--- src/rtl/asp_params.svh ---
// Constants for the alarm status and power mode block: register offsets,
// reset values, field positions and serial frame layout.
// Assumes a 15-bit register address carried in a 24-bit serial frame.
`ifndef ASP_PARAMS_SVH
`define ASP_PARAMS_SVH

// Register offsets on the configuration serial port
`define ASP_ADDR_LP_C        15'h029b
`define ASP_ADDR_LP_D        15'h029c
`define ASP_ADDR_SUMMARY     15'h02c0
`define ASP_ADDR_FLAGS       15'h02c1
`define ASP_ADDR_MASK        15'h02c2
`define ASP_ADDR_LANE        15'h02c4

// Reset values
`define ASP_RST_LP_C         8'h04
`define ASP_RST_LP_D         8'h1b
`define ASP_RST_FLAGS        6'h3f
`define ASP_RST_MASK         8'h3f
`define ASP_RST_LANE         8'hff

// Power setting codes
`define ASP_LP_C_LOW         8'h00
`define ASP_LP_C_HIGH        8'h04
`define ASP_LP_D_LOW         8'h14
`define ASP_LP_D_HIGH        8'h1b

// Alarm flag bit positions
`define ASP_BIT_FIFO         5
`define ASP_BIT_PLL          4
`define ASP_BIT_LINK         3
`define ASP_BIT_REALIGN      2
`define ASP_BIT_RSVD         1
`define ASP_BIT_CLK          0

// Serial frame: bit counts before the last address bit and before the last bit
`define ASP_CMD_LAST         5'd15
`define ASP_FRAME_LAST       5'd23
`define ASP_LANES            8

`endif

--- src/rtl/asp_pkg.sv ---
// Types shared by the alarm status and power mode block.
// Assumes asp_params.svh supplies all numeric constants.
package asp_pkg;

  // Serial port frame phase, one-hot
  typedef enum logic [2:0]
  {
    ASP_IDLE = 3'b001,
    ASP_CMD  = 3'b010,
    ASP_DATA = 3'b100
  } asp_spi_state_type;

endpackage

--- src/rtl/asp_alarm_power.sv ---
// Alarm collection, alarm summary and power mode setting registers,
// reached over the configuration serial port (mode 0, 24-bit frames:
// read flag, 15-bit address, 8-bit data, MSB first).
// Assumes alarm condition inputs come from logic on mclk_in; serial pins
// come from outside and are synchronised here.
`timescale 1ns/10ps
`include "asp_params.svh"

module asp_alarm_power
  import asp_pkg::*;
(
  // Clock and resets
  input  wire logic                   mclk_in,
  input  wire logic                   resetn_in,
  input  wire logic                   soft_reset_in,
  // Configuration serial port
  input  wire logic                   spi_sclk_in,
  input  wire logic                   spi_csn_in,
  input  wire logic                   spi_sdi_in,
  output logic                        spi_sdo_out,
  output logic                        spi_sdo_oen_n_out,
  // Alarm conditions
  input  wire logic [`ASP_LANES-1:0]  lane_fifo_error_in,
  input  wire logic                   spll_locked_in,
  input  wire logic                   serial_link_enable_in,
  input  wire logic                   link_mode_64b66b_in,
  input  wire logic                   link_data_phase_in,
  input  wire logic                   link_realign_in,
  input  wire logic                   clock_realign_in,
  input  wire logic                   divider_mismatch_in,
  // Calibration status pin
  input  wire logic                   cal_status_alarm_sel_in,
  input  wire logic                   cal_status_in,
  output logic                        calibration_status_pin_out,
  // Power mode setting codes
  output logic [7:0]                  power_setting_code_c_out,
  output logic [7:0]                  power_setting_code_d_out
);

  import asp_pkg::*;

  // Serial pin synchronisers; sclk has a third stage for edge detection
  logic              sclk_s1_reg;
  logic              sclk_s2_reg;
  logic              sclk_s3_reg;
  logic              csn_s1_reg;
  logic              csn_s2_reg;
  logic              sdi_s1_reg;
  logic              sdi_s2_reg;
  logic              sclk_rise;
  logic              sclk_fall;

  // Serial frame state
  asp_spi_state_type state_reg,    state_next;
  logic [4:0]        cnt_reg,      cnt_next;
  logic [15:0]       shift_reg,    shift_next;
  logic [14:0]       addr_reg,     addr_next;
  logic              rd_reg,       rd_next;
  logic [7:0]        rdsh_reg,     rdsh_next;
  logic              sdo_reg,      sdo_next;
  logic              oen_n_reg,    oen_n_next;
  logic              wr_reg,       wr_next;
  logic [7:0]        wdata_reg,    wdata_next;
  logic [15:0]       cmd_full;
  logic [7:0]        rd_mux;

  // Register file and alarm state
  logic [7:0]        lp_c_reg,     lp_c_next;
  logic [7:0]        lp_d_reg,     lp_d_next;
  logic [7:0]        mask_reg,     mask_next;
  logic [5:0]        flags_reg,    flags_next;
  logic [7:0]        lane_reg,     lane_next;
  logic              sum_reg,      sum_next;
  logic              pin_reg,      pin_next;
  logic              link_en_d_reg;
  logic [5:0]        cond;
  logic [5:0]        flag_clr;
  logic [7:0]        lane_clr;

  // Synchronisers: first stages feed only the second stages
  always_ff @(posedge mclk_in or negedge resetn_in)
  begin
    if (!resetn_in)
    begin
      sclk_s1_reg <= 1'b0;
      sclk_s2_reg <= 1'b0;
      sclk_s3_reg <= 1'b0;
      csn_s1_reg  <= 1'b1;
      csn_s2_reg  <= 1'b1;
      sdi_s1_reg  <= 1'b0;
      sdi_s2_reg  <= 1'b0;
    end
    else
    begin
      sclk_s1_reg <= spi_sclk_in;
      sclk_s2_reg <= sclk_s1_reg;
      sclk_s3_reg <= sclk_s2_reg;
      csn_s1_reg  <= spi_csn_in;
      csn_s2_reg  <= csn_s1_reg;
      sdi_s1_reg  <= spi_sdi_in;
      sdi_s2_reg  <= sdi_s1_reg;
    end
  end

  assign sclk_rise = sclk_s2_reg & ~sclk_s3_reg;
  assign sclk_fall = ~sclk_s2_reg & sclk_s3_reg;
  assign cmd_full  = {shift_reg[14:0], sdi_s2_reg};

  // Read data selection; unused upper bits of summary and flags read as zero, mask bits 7:6 and reserved flag bit 1 read as stored.
  // Keyed on the latched address so that it never feeds back into the sequencer.
  always_comb
  begin
    case (addr_reg)
      `ASP_ADDR_LP_C:    rd_mux = lp_c_reg;
      `ASP_ADDR_LP_D:    rd_mux = lp_d_reg;
      `ASP_ADDR_SUMMARY: rd_mux = {7'h00, sum_reg};
      `ASP_ADDR_FLAGS:   rd_mux = {2'b00, flags_reg};
      `ASP_ADDR_MASK:    rd_mux = mask_reg;
      `ASP_ADDR_LANE:    rd_mux = lane_reg;
      default:           rd_mux = 8'h00;
    endcase
  end

  // Serial frame sequencing; sample on rising sclk, drive on falling sclk.
  // The pin must be oversampled: sclk must stay below about mclk/6.
  always_comb
  begin
    state_next = state_reg;
    cnt_next   = cnt_reg;
    shift_next = shift_reg;
    addr_next  = addr_reg;
    rd_next    = rd_reg;
    rdsh_next  = rdsh_reg;
    sdo_next   = sdo_reg;
    oen_n_next = oen_n_reg;
    wr_next    = 1'b0;
    wdata_next = wdata_reg;
    if (csn_s2_reg)
    begin
      // Deselected: abandon any partial frame, release the data pin
      state_next = ASP_IDLE;
      cnt_next   = 5'd0;
      oen_n_next = 1'b1;
    end
    else
    begin
      case (state_reg)
        ASP_IDLE:
        begin
          state_next = ASP_CMD;
          cnt_next   = 5'd0;
        end
        ASP_CMD:
        begin
          if (sclk_rise)
          begin
            shift_next = cmd_full;
            cnt_next   = cnt_reg + 5'd1;
            if (cnt_reg == `ASP_CMD_LAST)
            begin
              // Address complete: latch it and fetch read data
              addr_next  = cmd_full[14:0];
              rd_next    = cmd_full[15];
              state_next = ASP_DATA;
            end
          end
        end
        ASP_DATA:
        begin
          // Load once, before the first fall drives the pin; a later reload
          // would undo the first shift and repeat the top bit
          if (cnt_reg == `ASP_CMD_LAST + 5'd1 && oen_n_reg && !sclk_rise && !sclk_fall)
            rdsh_next = rd_mux;
          if (sclk_rise && cnt_reg <= `ASP_FRAME_LAST)
          begin
            shift_next = cmd_full;
            cnt_next   = cnt_reg + 5'd1;
            if (cnt_reg == `ASP_FRAME_LAST && !rd_reg)
            begin
              wr_next    = 1'b1;
              wdata_next = cmd_full[7:0];
            end
          end
          if (sclk_fall && rd_reg && cnt_reg <= `ASP_FRAME_LAST)
          begin
            sdo_next   = rdsh_reg[7];
            rdsh_next  = {rdsh_reg[6:0], 1'b0};
            oen_n_next = 1'b0;
          end
        end
        default:
          state_next = ASP_IDLE;
      endcase
    end
  end

  always_ff @(posedge mclk_in or negedge resetn_in)
  begin
    if (!resetn_in)
    begin
      state_reg <= ASP_IDLE;
      cnt_reg   <= 5'd0;
      shift_reg <= 16'h0000;
      addr_reg  <= 15'h0000;
      rd_reg    <= 1'b0;
      rdsh_reg  <= 8'h00;
      sdo_reg   <= 1'b0;
      oen_n_reg <= 1'b1;
      wr_reg    <= 1'b0;
      wdata_reg <= 8'h00;
    end
    else
    begin
      state_reg <= state_next;
      cnt_reg   <= cnt_next;
      shift_reg <= shift_next;
      addr_reg  <= addr_next;
      rd_reg    <= rd_next;
      rdsh_reg  <= rdsh_next;
      sdo_reg   <= sdo_next;
      oen_n_reg <= oen_n_next;
      wr_reg    <= wr_next;
      wdata_reg <= wdata_next;
    end
  end

  // Alarm conditions, one per flag position; reserved bit 1 stays zero
  always_comb
  begin
    cond                = 6'h00;
    cond[`ASP_BIT_FIFO] = |lane_fifo_error_in;
    cond[`ASP_BIT_PLL]  = ~spll_locked_in;
    // Link alarm depends on encoding; start-up is the enable rising
    if (link_mode_64b66b_in)
      cond[`ASP_BIT_LINK] = link_realign_in |
                            (serial_link_enable_in & ~link_en_d_reg);
    else
      cond[`ASP_BIT_LINK] = serial_link_enable_in & ~link_data_phase_in;
    cond[`ASP_BIT_REALIGN] = clock_realign_in;
    cond[`ASP_BIT_CLK]     = divider_mismatch_in;
    // Other flags are simply left running while the link is off
  end

  // Register writes and sticky alarm flags; set wins over clear
  always_comb
  begin
    lp_c_next = lp_c_reg;
    lp_d_next = lp_d_reg;
    mask_next = mask_reg;
    flag_clr  = 6'h00;
    lane_clr  = 8'h00;
    if (wr_reg)
    begin
      case (addr_reg)
        `ASP_ADDR_LP_C:  lp_c_next = wdata_reg;
        `ASP_ADDR_LP_D:  lp_d_next = wdata_reg;
        `ASP_ADDR_MASK:  mask_next = wdata_reg;
        `ASP_ADDR_FLAGS: flag_clr  = wdata_reg[5:0];
        `ASP_ADDR_LANE:  lane_clr  = wdata_reg;
        default:         lane_clr  = 8'h00;
      endcase
    end
    if (flag_clr[`ASP_BIT_FIFO])
      lane_clr = 8'hff;
    flags_next = (flags_reg & ~flag_clr) | cond;
    lane_next  = (lane_reg & ~lane_clr) | lane_fifo_error_in;
    sum_next   = |(flags_reg & ~mask_reg[5:0]);
    pin_next   = cal_status_alarm_sel_in ? sum_reg : cal_status_in;
  end

  // Soft reset restores the same values as power-on reset
  always_ff @(posedge mclk_in or negedge resetn_in)
  begin
    if (!resetn_in)
    begin
      lp_c_reg      <= `ASP_RST_LP_C;
      lp_d_reg      <= `ASP_RST_LP_D;
      mask_reg      <= `ASP_RST_MASK;
      flags_reg     <= `ASP_RST_FLAGS;
      lane_reg      <= `ASP_RST_LANE;
      sum_reg       <= 1'b0;
      pin_reg       <= 1'b0;
      link_en_d_reg <= 1'b0;
    end
    else if (soft_reset_in)
    begin
      lp_c_reg      <= `ASP_RST_LP_C;
      lp_d_reg      <= `ASP_RST_LP_D;
      mask_reg      <= `ASP_RST_MASK;
      flags_reg     <= `ASP_RST_FLAGS;
      lane_reg      <= `ASP_RST_LANE;
      sum_reg       <= 1'b0;
      pin_reg       <= 1'b0;
      link_en_d_reg <= 1'b0;
    end
    else
    begin
      lp_c_reg      <= lp_c_next;
      lp_d_reg      <= lp_d_next;
      mask_reg      <= mask_next;
      flags_reg     <= flags_next;
      lane_reg      <= lane_next;
      sum_reg       <= sum_next;
      pin_reg       <= pin_next;
      link_en_d_reg <= serial_link_enable_in;
    end
  end

  // Outputs straight from flip-flops
  assign spi_sdo_out                = sdo_reg;
  assign spi_sdo_oen_n_out          = oen_n_reg;
  assign calibration_status_pin_out = pin_reg;
  assign power_setting_code_c_out   = lp_c_reg;
  assign power_setting_code_d_out   = lp_d_reg;
endmodule

--- config.mk ---
export PLATFORM = sky130hd
export DESIGN_NAME = asp_alarm_power
export DESIGN_NICKNAME = d
export VERILOG_FILES = /design/src/rtl/asp_pkg.sv /design/src/rtl/asp_alarm_power.sv
export VERILOG_INCLUDE_DIRS = /design/src /design/src/rtl
export SDC_FILE = /design/constraint.sdc
export NUM_CORES = 1
export LEC_CHECK = 0
export BUFFER_PORTS_ARGS = -buffer_cell sky130_fd_sc_hd__buf_2
export CORE_UTILIZATION = 59
export CTS_CLUSTER_DIAMETER = 30
export DETAILED_ROUTE_END_ITERATION = 10
export PLACE_DENSITY = 0.79
export SYNTH_ARGS = -nofsm -noshare
export SYNTH_HDL_FRONTEND = slang
export SYNTH_SLANG_ARGS = --single-unit
--- constraint.sdc ---
create_clock -name mclk_in -period 2.4 [get_ports mclk_in]
set_input_delay 0.24 -clock mclk_in [delete_from_list [all_inputs] [get_ports mclk_in]]
set_output_delay 0.24 -clock mclk_in [all_outputs]
set_load 0.005 [all_outputs]
---- Word-level counts from Yosys, hierarchy flattened ----
Index checks and enable logic that the tools add are counted.
word-level totals
  bits in registers ....................... 106
  input bits .............................. 23
  output and inout bits ................... 19
  word-level logic and storage cells ...... 138
cells by class
  add/subtract/negate cells ............... 1
  order comparisons ....................... 1
  eq/ne operators ......................... 18
  mux-type cells .......................... 42
  bitwise logic cells ..................... 19
  reductions and logical operators ........ 32
operator list
  cell                    count
  $mux W8                 15
  $eq A15 B10 Y1 const B  6
  $pmux W8 S6             1
  $mux W15                2
  $pmux W15 S2            1
  $mux W6                 3
  $reduce_bool A2 Y1      8
  $mux W5                 3
  $pmux W5 S3             1
  $and A6 B6 Y6           2
  $mux W1                 12
  $not A6 Y6              2
  $reduce_and A3 Y1       4
  $reduce_and A4 Y1       3
  $eq A5 B5 Y1 const B    2
  $mux W3                 3
  $ne A3 B3 Y1 const B    3
  $pmux W3 S3             1
  $and A8 B8 Y8           1
  $not A8 Y8              1
  $or A8 B8 Y8            1
  $reduce_and A2 Y1       4
  $reduce_or A8 Y1        1
  $logic_and A1 B1 Y1     7
  other kinds (14)        26

---- Logic depth before layout (Yosys ltp) ----
  depth in word-level cells ............... 8
  depth in mapped cells ................... 8
  gate-level depth less buffers ........... 7

---- Worst setup path after synthesis ----
No wires, ideal clock.
  path kind ............................... register -> register
  from .................................... reg cnt_reg[1]
  to ...................................... reg shift_reg[10]
  data arrival time ....................... 2008 ps
  data required time ...................... 2275 ps
  setup slack ............................. 267 ps
  cell stages (with the launch flop) ...... 8
  path buffers ............................ 2
  period minus slack after synthesis ...... 2133 ps
  cells stage by stage .................... dfrtp_1 -> ha_1 -> and4b_1 -> nor3_1 -> o311a_1 -> clkbuf_1 -> buf_2 -> mux2_2
on the way
  cells in the longest elaborated chain, start to end .. 4
ends and longest elaborated chain
  element                        RTL line                text
  from (decl)                    asp_alarm_power.sv:55   logic [4:0] cnt_reg, cnt_next;
  from (signal assigned)         asp_alarm_power.sv:215  cnt_reg <= cnt_next;
  $le A5 B5 Y1 (no line)         --
  $logic_and A1 B1 Y1 (no line)  --
  $ne A2 B2 Y1 (no line)         --
  $reduce_and A4 Y1 (no line)    --
  to (signal assigned)           asp_alarm_power.sv:216  shift_reg <= shift_next;
  to (decl)                      asp_alarm_power.sv:56   logic [15:0] shift_reg, shift_next;
Every way passes these cells.
A chain may end at the register's enable or synchronous reset.

---- Worst setup path after layout ----
  from .................................... reg addr_reg[10]
  to ...................................... reg lane_reg[0]
on the way
  cells in the longest elaborated chain, start to end .. 8
  elaborated cells between the ends (all ways) .. 11
  those cells by class .................... eq/ne: 2; mux: 6; bitwise: 3
ends and longest elaborated chain
  element                             RTL line                text
  from (decl)                         asp_alarm_power.sv:57   logic [14:0] addr_reg, addr_next;
  from (signal assigned)              asp_alarm_power.sv:217  addr_reg <= addr_next;
  $eq A15 B10 Y1                      asp_alarm_power.sv:254  case (addr_reg)
  $mux W8 or $mux W6 (tied branches)  asp_alarm_power.sv:254
  $mux W8 or $mux W6 (tied branches)  asp_alarm_power.sv:252  if (wr_reg)
  $mux W8 *                           asp_alarm_power.sv:263  if (flag_clr[`ASP_BIT_FIFO])
  $not A8 Y8 *                        asp_alarm_power.sv:266  lane_next = (lane_reg & ~lane_clr) | lane_fifo_error_in;
  $and A8 B8 Y8 *                     asp_alarm_power.sv:266
  $or A8 B8 Y8 *                      asp_alarm_power.sv:266
  $mux W8 *                           asp_alarm_power.sv:285  else if (soft_reset_in)
  to (signal assigned)                asp_alarm_power.sv:280  lane_reg <= `ASP_RST_LANE;
  to (signal assigned)                asp_alarm_power.sv:291  lane_reg <= `ASP_RST_LANE;
  to (signal assigned)                asp_alarm_power.sv:302  lane_reg <= lane_next;
  to (decl)                           asp_alarm_power.sv:72   logic [7:0] lane_reg, lane_next;
Mark *: on every way between the ends. The rest lies on a longest branch, timed or not.

==> metrics.cfg <==
[synthesis]
ys_warn_count = 0
synth-edff-count = 0
synthFlopType = dfrtp_1
netlist_area_sq_um = 5007
synth.top_cell.area_share = 0.3848
synth_cell_type_count = 60
synth_top_area_cell = dfrtp_1
avgSynthCellArea_sq_um = 11.46
synth_seq_area_share = 0.5370
ys_top_cells_by_area = dfrtp_1 (38%), dfstp_2 (15%), mux2_2 (9.0%)
synth_seq_cells = 106
async_flop_share = 1.000
synthCells = 437
syn_nets = 463

[clock_network]
cts.sink_count = 106
cts_tree = built
cts_setup_buffers = 0
cts_root_buf = clkbuf_8
cts_made_buffers = 9
clk_path_buf_depth = 2
clkLatencyLatePin_ns = 0.37
htreeDepth = 3
path_clk_slew_ns = 0.11

[timing]
setup_ws_ns = 0.1646
maxSlewViolCount = 0
relSlewSlack = 0.3085
clock.fmax_mhz = 447.3
setup_viol_count_final = 0
tns_ns = 0
finalHoldViolations = 0
grt_setup_unrepaired = no
fin_worst_skew_ns = 0.01287
fin_hold_ws_ns = 0.06184
timing.final.crit_share = 0.9314
fin_crit_ns = 2.235
tightest_slew_ns = 1.035

[cells_and_area]
nets = 509
multi_input_comb_area_sq_um = 2175
area.growth.synth_to_final_pct = 12.49
drive_gt1_frac = 0.3258
fillers = 636
antenna_cells = 0
seq_area_sq_um = 2689

[worst_hold_path]
hp-class = primary input to flop
min_to = flags_reg[0]$_DFF_PN1_
min_delay_path_depth = 2
hold_start = divider_mismatch_in

[placed_design]
dp_slack_ns = 0.07917
place_congestion = 0.8906
dp_hpwl_microns = 8126
portBuffers = 41

[floorplan]
ios = 42
dieArea_sq_um = 8860
fp.dieH_microns = 94.13
start_util = 0.6094
die_w_microns = 94.13
rows = 33
coreArea_sq_um = 8217

[worst_setup_path]
cpPeakStageDelay_ns = 0.64
end_kind = flop
worst-setup-path-type = flop to flop
cp_cell_sequence = or4_4 -> nor4_4 -> and2_1 -> nand2_1 -> a311o_1
r2r_cells = 5
cp.required_ns = 2.70
cp_num_buf_inv = 0
worstPathMaxFanout = 8
worstReg2RegStart = addr_reg[10]$_DFFE_PN0P_
worstReg2RegEnd = lane_reg[0]$_DFF_PN1_
arrival_ns = 2.54
cp_top_family = simple AND/OR/NAND/NOR gates
rrSetupSlack_ns = 0.16
crit_path_start_kind = flop
cpMaxStageDelayCell = or4_4

[routing]
dr.pass1.iters = 6
wl_per_cell_microns = 19.32
drtIter0Drc = 261
via_per_inst = 6.401
drtAntennaViolNets = 0
vias = 3796
wl_microns = 11460
drc_errors = 0

[global_route]
grt_max_degree = 56
antenna_found_initial = 0
grtUsageTotal = 0.2801
grt_pass1_wl_microns = 18730
grt_pass1_vias = 3641
grt_overflow_total = 0

[flow_run]
cap_violations = 0

[power]
ir_worst_vdd_uv = 356.4
power_density_nw_per_um2 = 555.2
total_power_w = 0.003128
p_leak_nw = 2.600

[run_status]
status = complete, no violations

-- cell usage in the layout, fill, tap and decap left out, types with 3 or more instances in the layout --
cell type,netlist,routed
mux2i_1,6,6
nor4_4,3,3
buf_4,3,12
clkbuf_8,0,9
nand3_1,7,7
dfstp_2,29,29
a31oi_1,3,3
buf_2,4,40
ha_1,3,3
a211o_1,21,21
and3_1,20,18
a32oi_1,5,5
o21ai_0,8,8
nand2_1,44,44
dfrtp_1,77,77
a22o_1,7,7
a21oi_1,23,23
inv_1,13,13
nand3b_1,5,5
mux2_2,40,40
nor2b_1,6,6
a22oi_1,8,8
nor2_1,19,19
dlygate4sd3_1,0,4
a311o_1,9,9
nor3_1,9,8
nand2b_1,3,3
-- synth_stat cells, types with 4 or more instances --
master / count
dfrtp_1: 77
nand2_1: 44
mux2_2: 40
dfstp_2: 29
a21oi_1: 23
a211o_1: 21
and3_1: 20
nor2_1: 19
clkbuf_1: 15
inv_1: 13
a311o_1: 9
nor3_1: 9
a22oi_1: 8
o21ai_0: 8
a22o_1: 7
nand3_1: 7
mux2i_1: 6
nor2b_1: 6
a32oi_1: 5
nand3b_1: 5
buf_2: 4
-- routing by layer --
metal / global-route usage / vias to the layer above / part of all wire
met3: 0.06553 / 31 / 0.056
met5: 0 / - / 0
met2: 0.4416 / 154 / 0.48
li1: - / 1712 / -
met1: 0.3781 / 1899 / 0.44
met4: 0.1013 / 0 / 0.028
-- worst max path at each step --
| stage | startpoint | to | cells after the start |
|---|---|---|---|
| after floorplan | cnt_reg[1]$_DFFE_PN0P_ | shift_reg[10]$_DFFE_PN0P_ | 7 |
| after global placement | state_reg[1]$_DFFE_PN0P_ | wdata_reg[2]$_DFFE_PN0P_ | 4 |
| after detailed placement | state_reg[1]$_DFFE_PN0P_ | wdata_reg[0]$_DFFE_PN0P_ | 4 |
| after CTS | state_reg[1]$_DFFE_PN0P_ | wdata_reg[0]$_DFFE_PN0P_ | 4 |
| after global routing | addr_reg[0]$_DFFE_PN0P_ | mask_reg[2]$_DFFE_PN1P_ | 4 |
| final | addr_reg[10]$_DFFE_PN0P_ | lane_reg[0]$_DFF_PN1_ | 5 |
-- power breakdown --
| part | internal (W) | switching, W | total [W] | leakage (nW) |
|---|---|---|---|---|
| clock | 0.000513 | 0.000652 | 0.00116 | 0.111 |
| combinational | 0.0000502 | 0.0000806 | 0.000131 | 1.12 |
| sequential | 0.00181 | 0.0000227 | 0.00183 | 1.37 |
| total | 0.00237 | 0.000755 | 0.00313 | 2.60 |
-- metrics by stage --
step | util | area, sq um | instances
3_5_place_dp | 0.6522 | 5359 | 573
6_report | 0.6855 | 5633 | 593
2_1_floorplan | - | 5007 | 437
4_1_cts | 0.6837 | 5618 | 593
5_1_grt | 0.6855 | 5633 | 593
3_3_place_gp | 0.6522 | 5359 | 573
-- worst register-to-register path, stage by stage (launching register included) --
cell and delay, ns:
dfrtp_1 0.40, or4_4 0.64, nor4_4 0.35, and2_1 0.32, nand2_1 0.10, a311o_1 0.36
-- area by class of cell --
cell class	count	share of cell area
clock inverter	7	0.01688
sequential	106	0.4773
timing repair buffer	58	0.06575
clock buffer	9	0.02199
multi-input combinational	295	0.3861
inverter	13	0.008663
tap	105	0.02332
-- repair_timing --
item,4_1_cts,5_1_grt
setup endpoints to repair,0,26
endpoints found under the hold margin,37,0
hold buffers,4,0
gates resized for setup,0,5
-- cells by family (layout without fill, tap and decap cells) --
group,after synthesis,in the layout,share of synthesized area
AO/OA/AOI/OAI,98,98,0.1452
XOR/XNOR,2,2,0.003499
adder cells (fa/ha/maj),4,4,0.009496
buffers and inverters,36,87,0.03173
flip-flops,106,106,0.5370
multiplexers,46,46,0.1019
AND/OR/NAND/NOR,145,145,0.1712
Note: power is estimated with default switching activity, not from simulation.
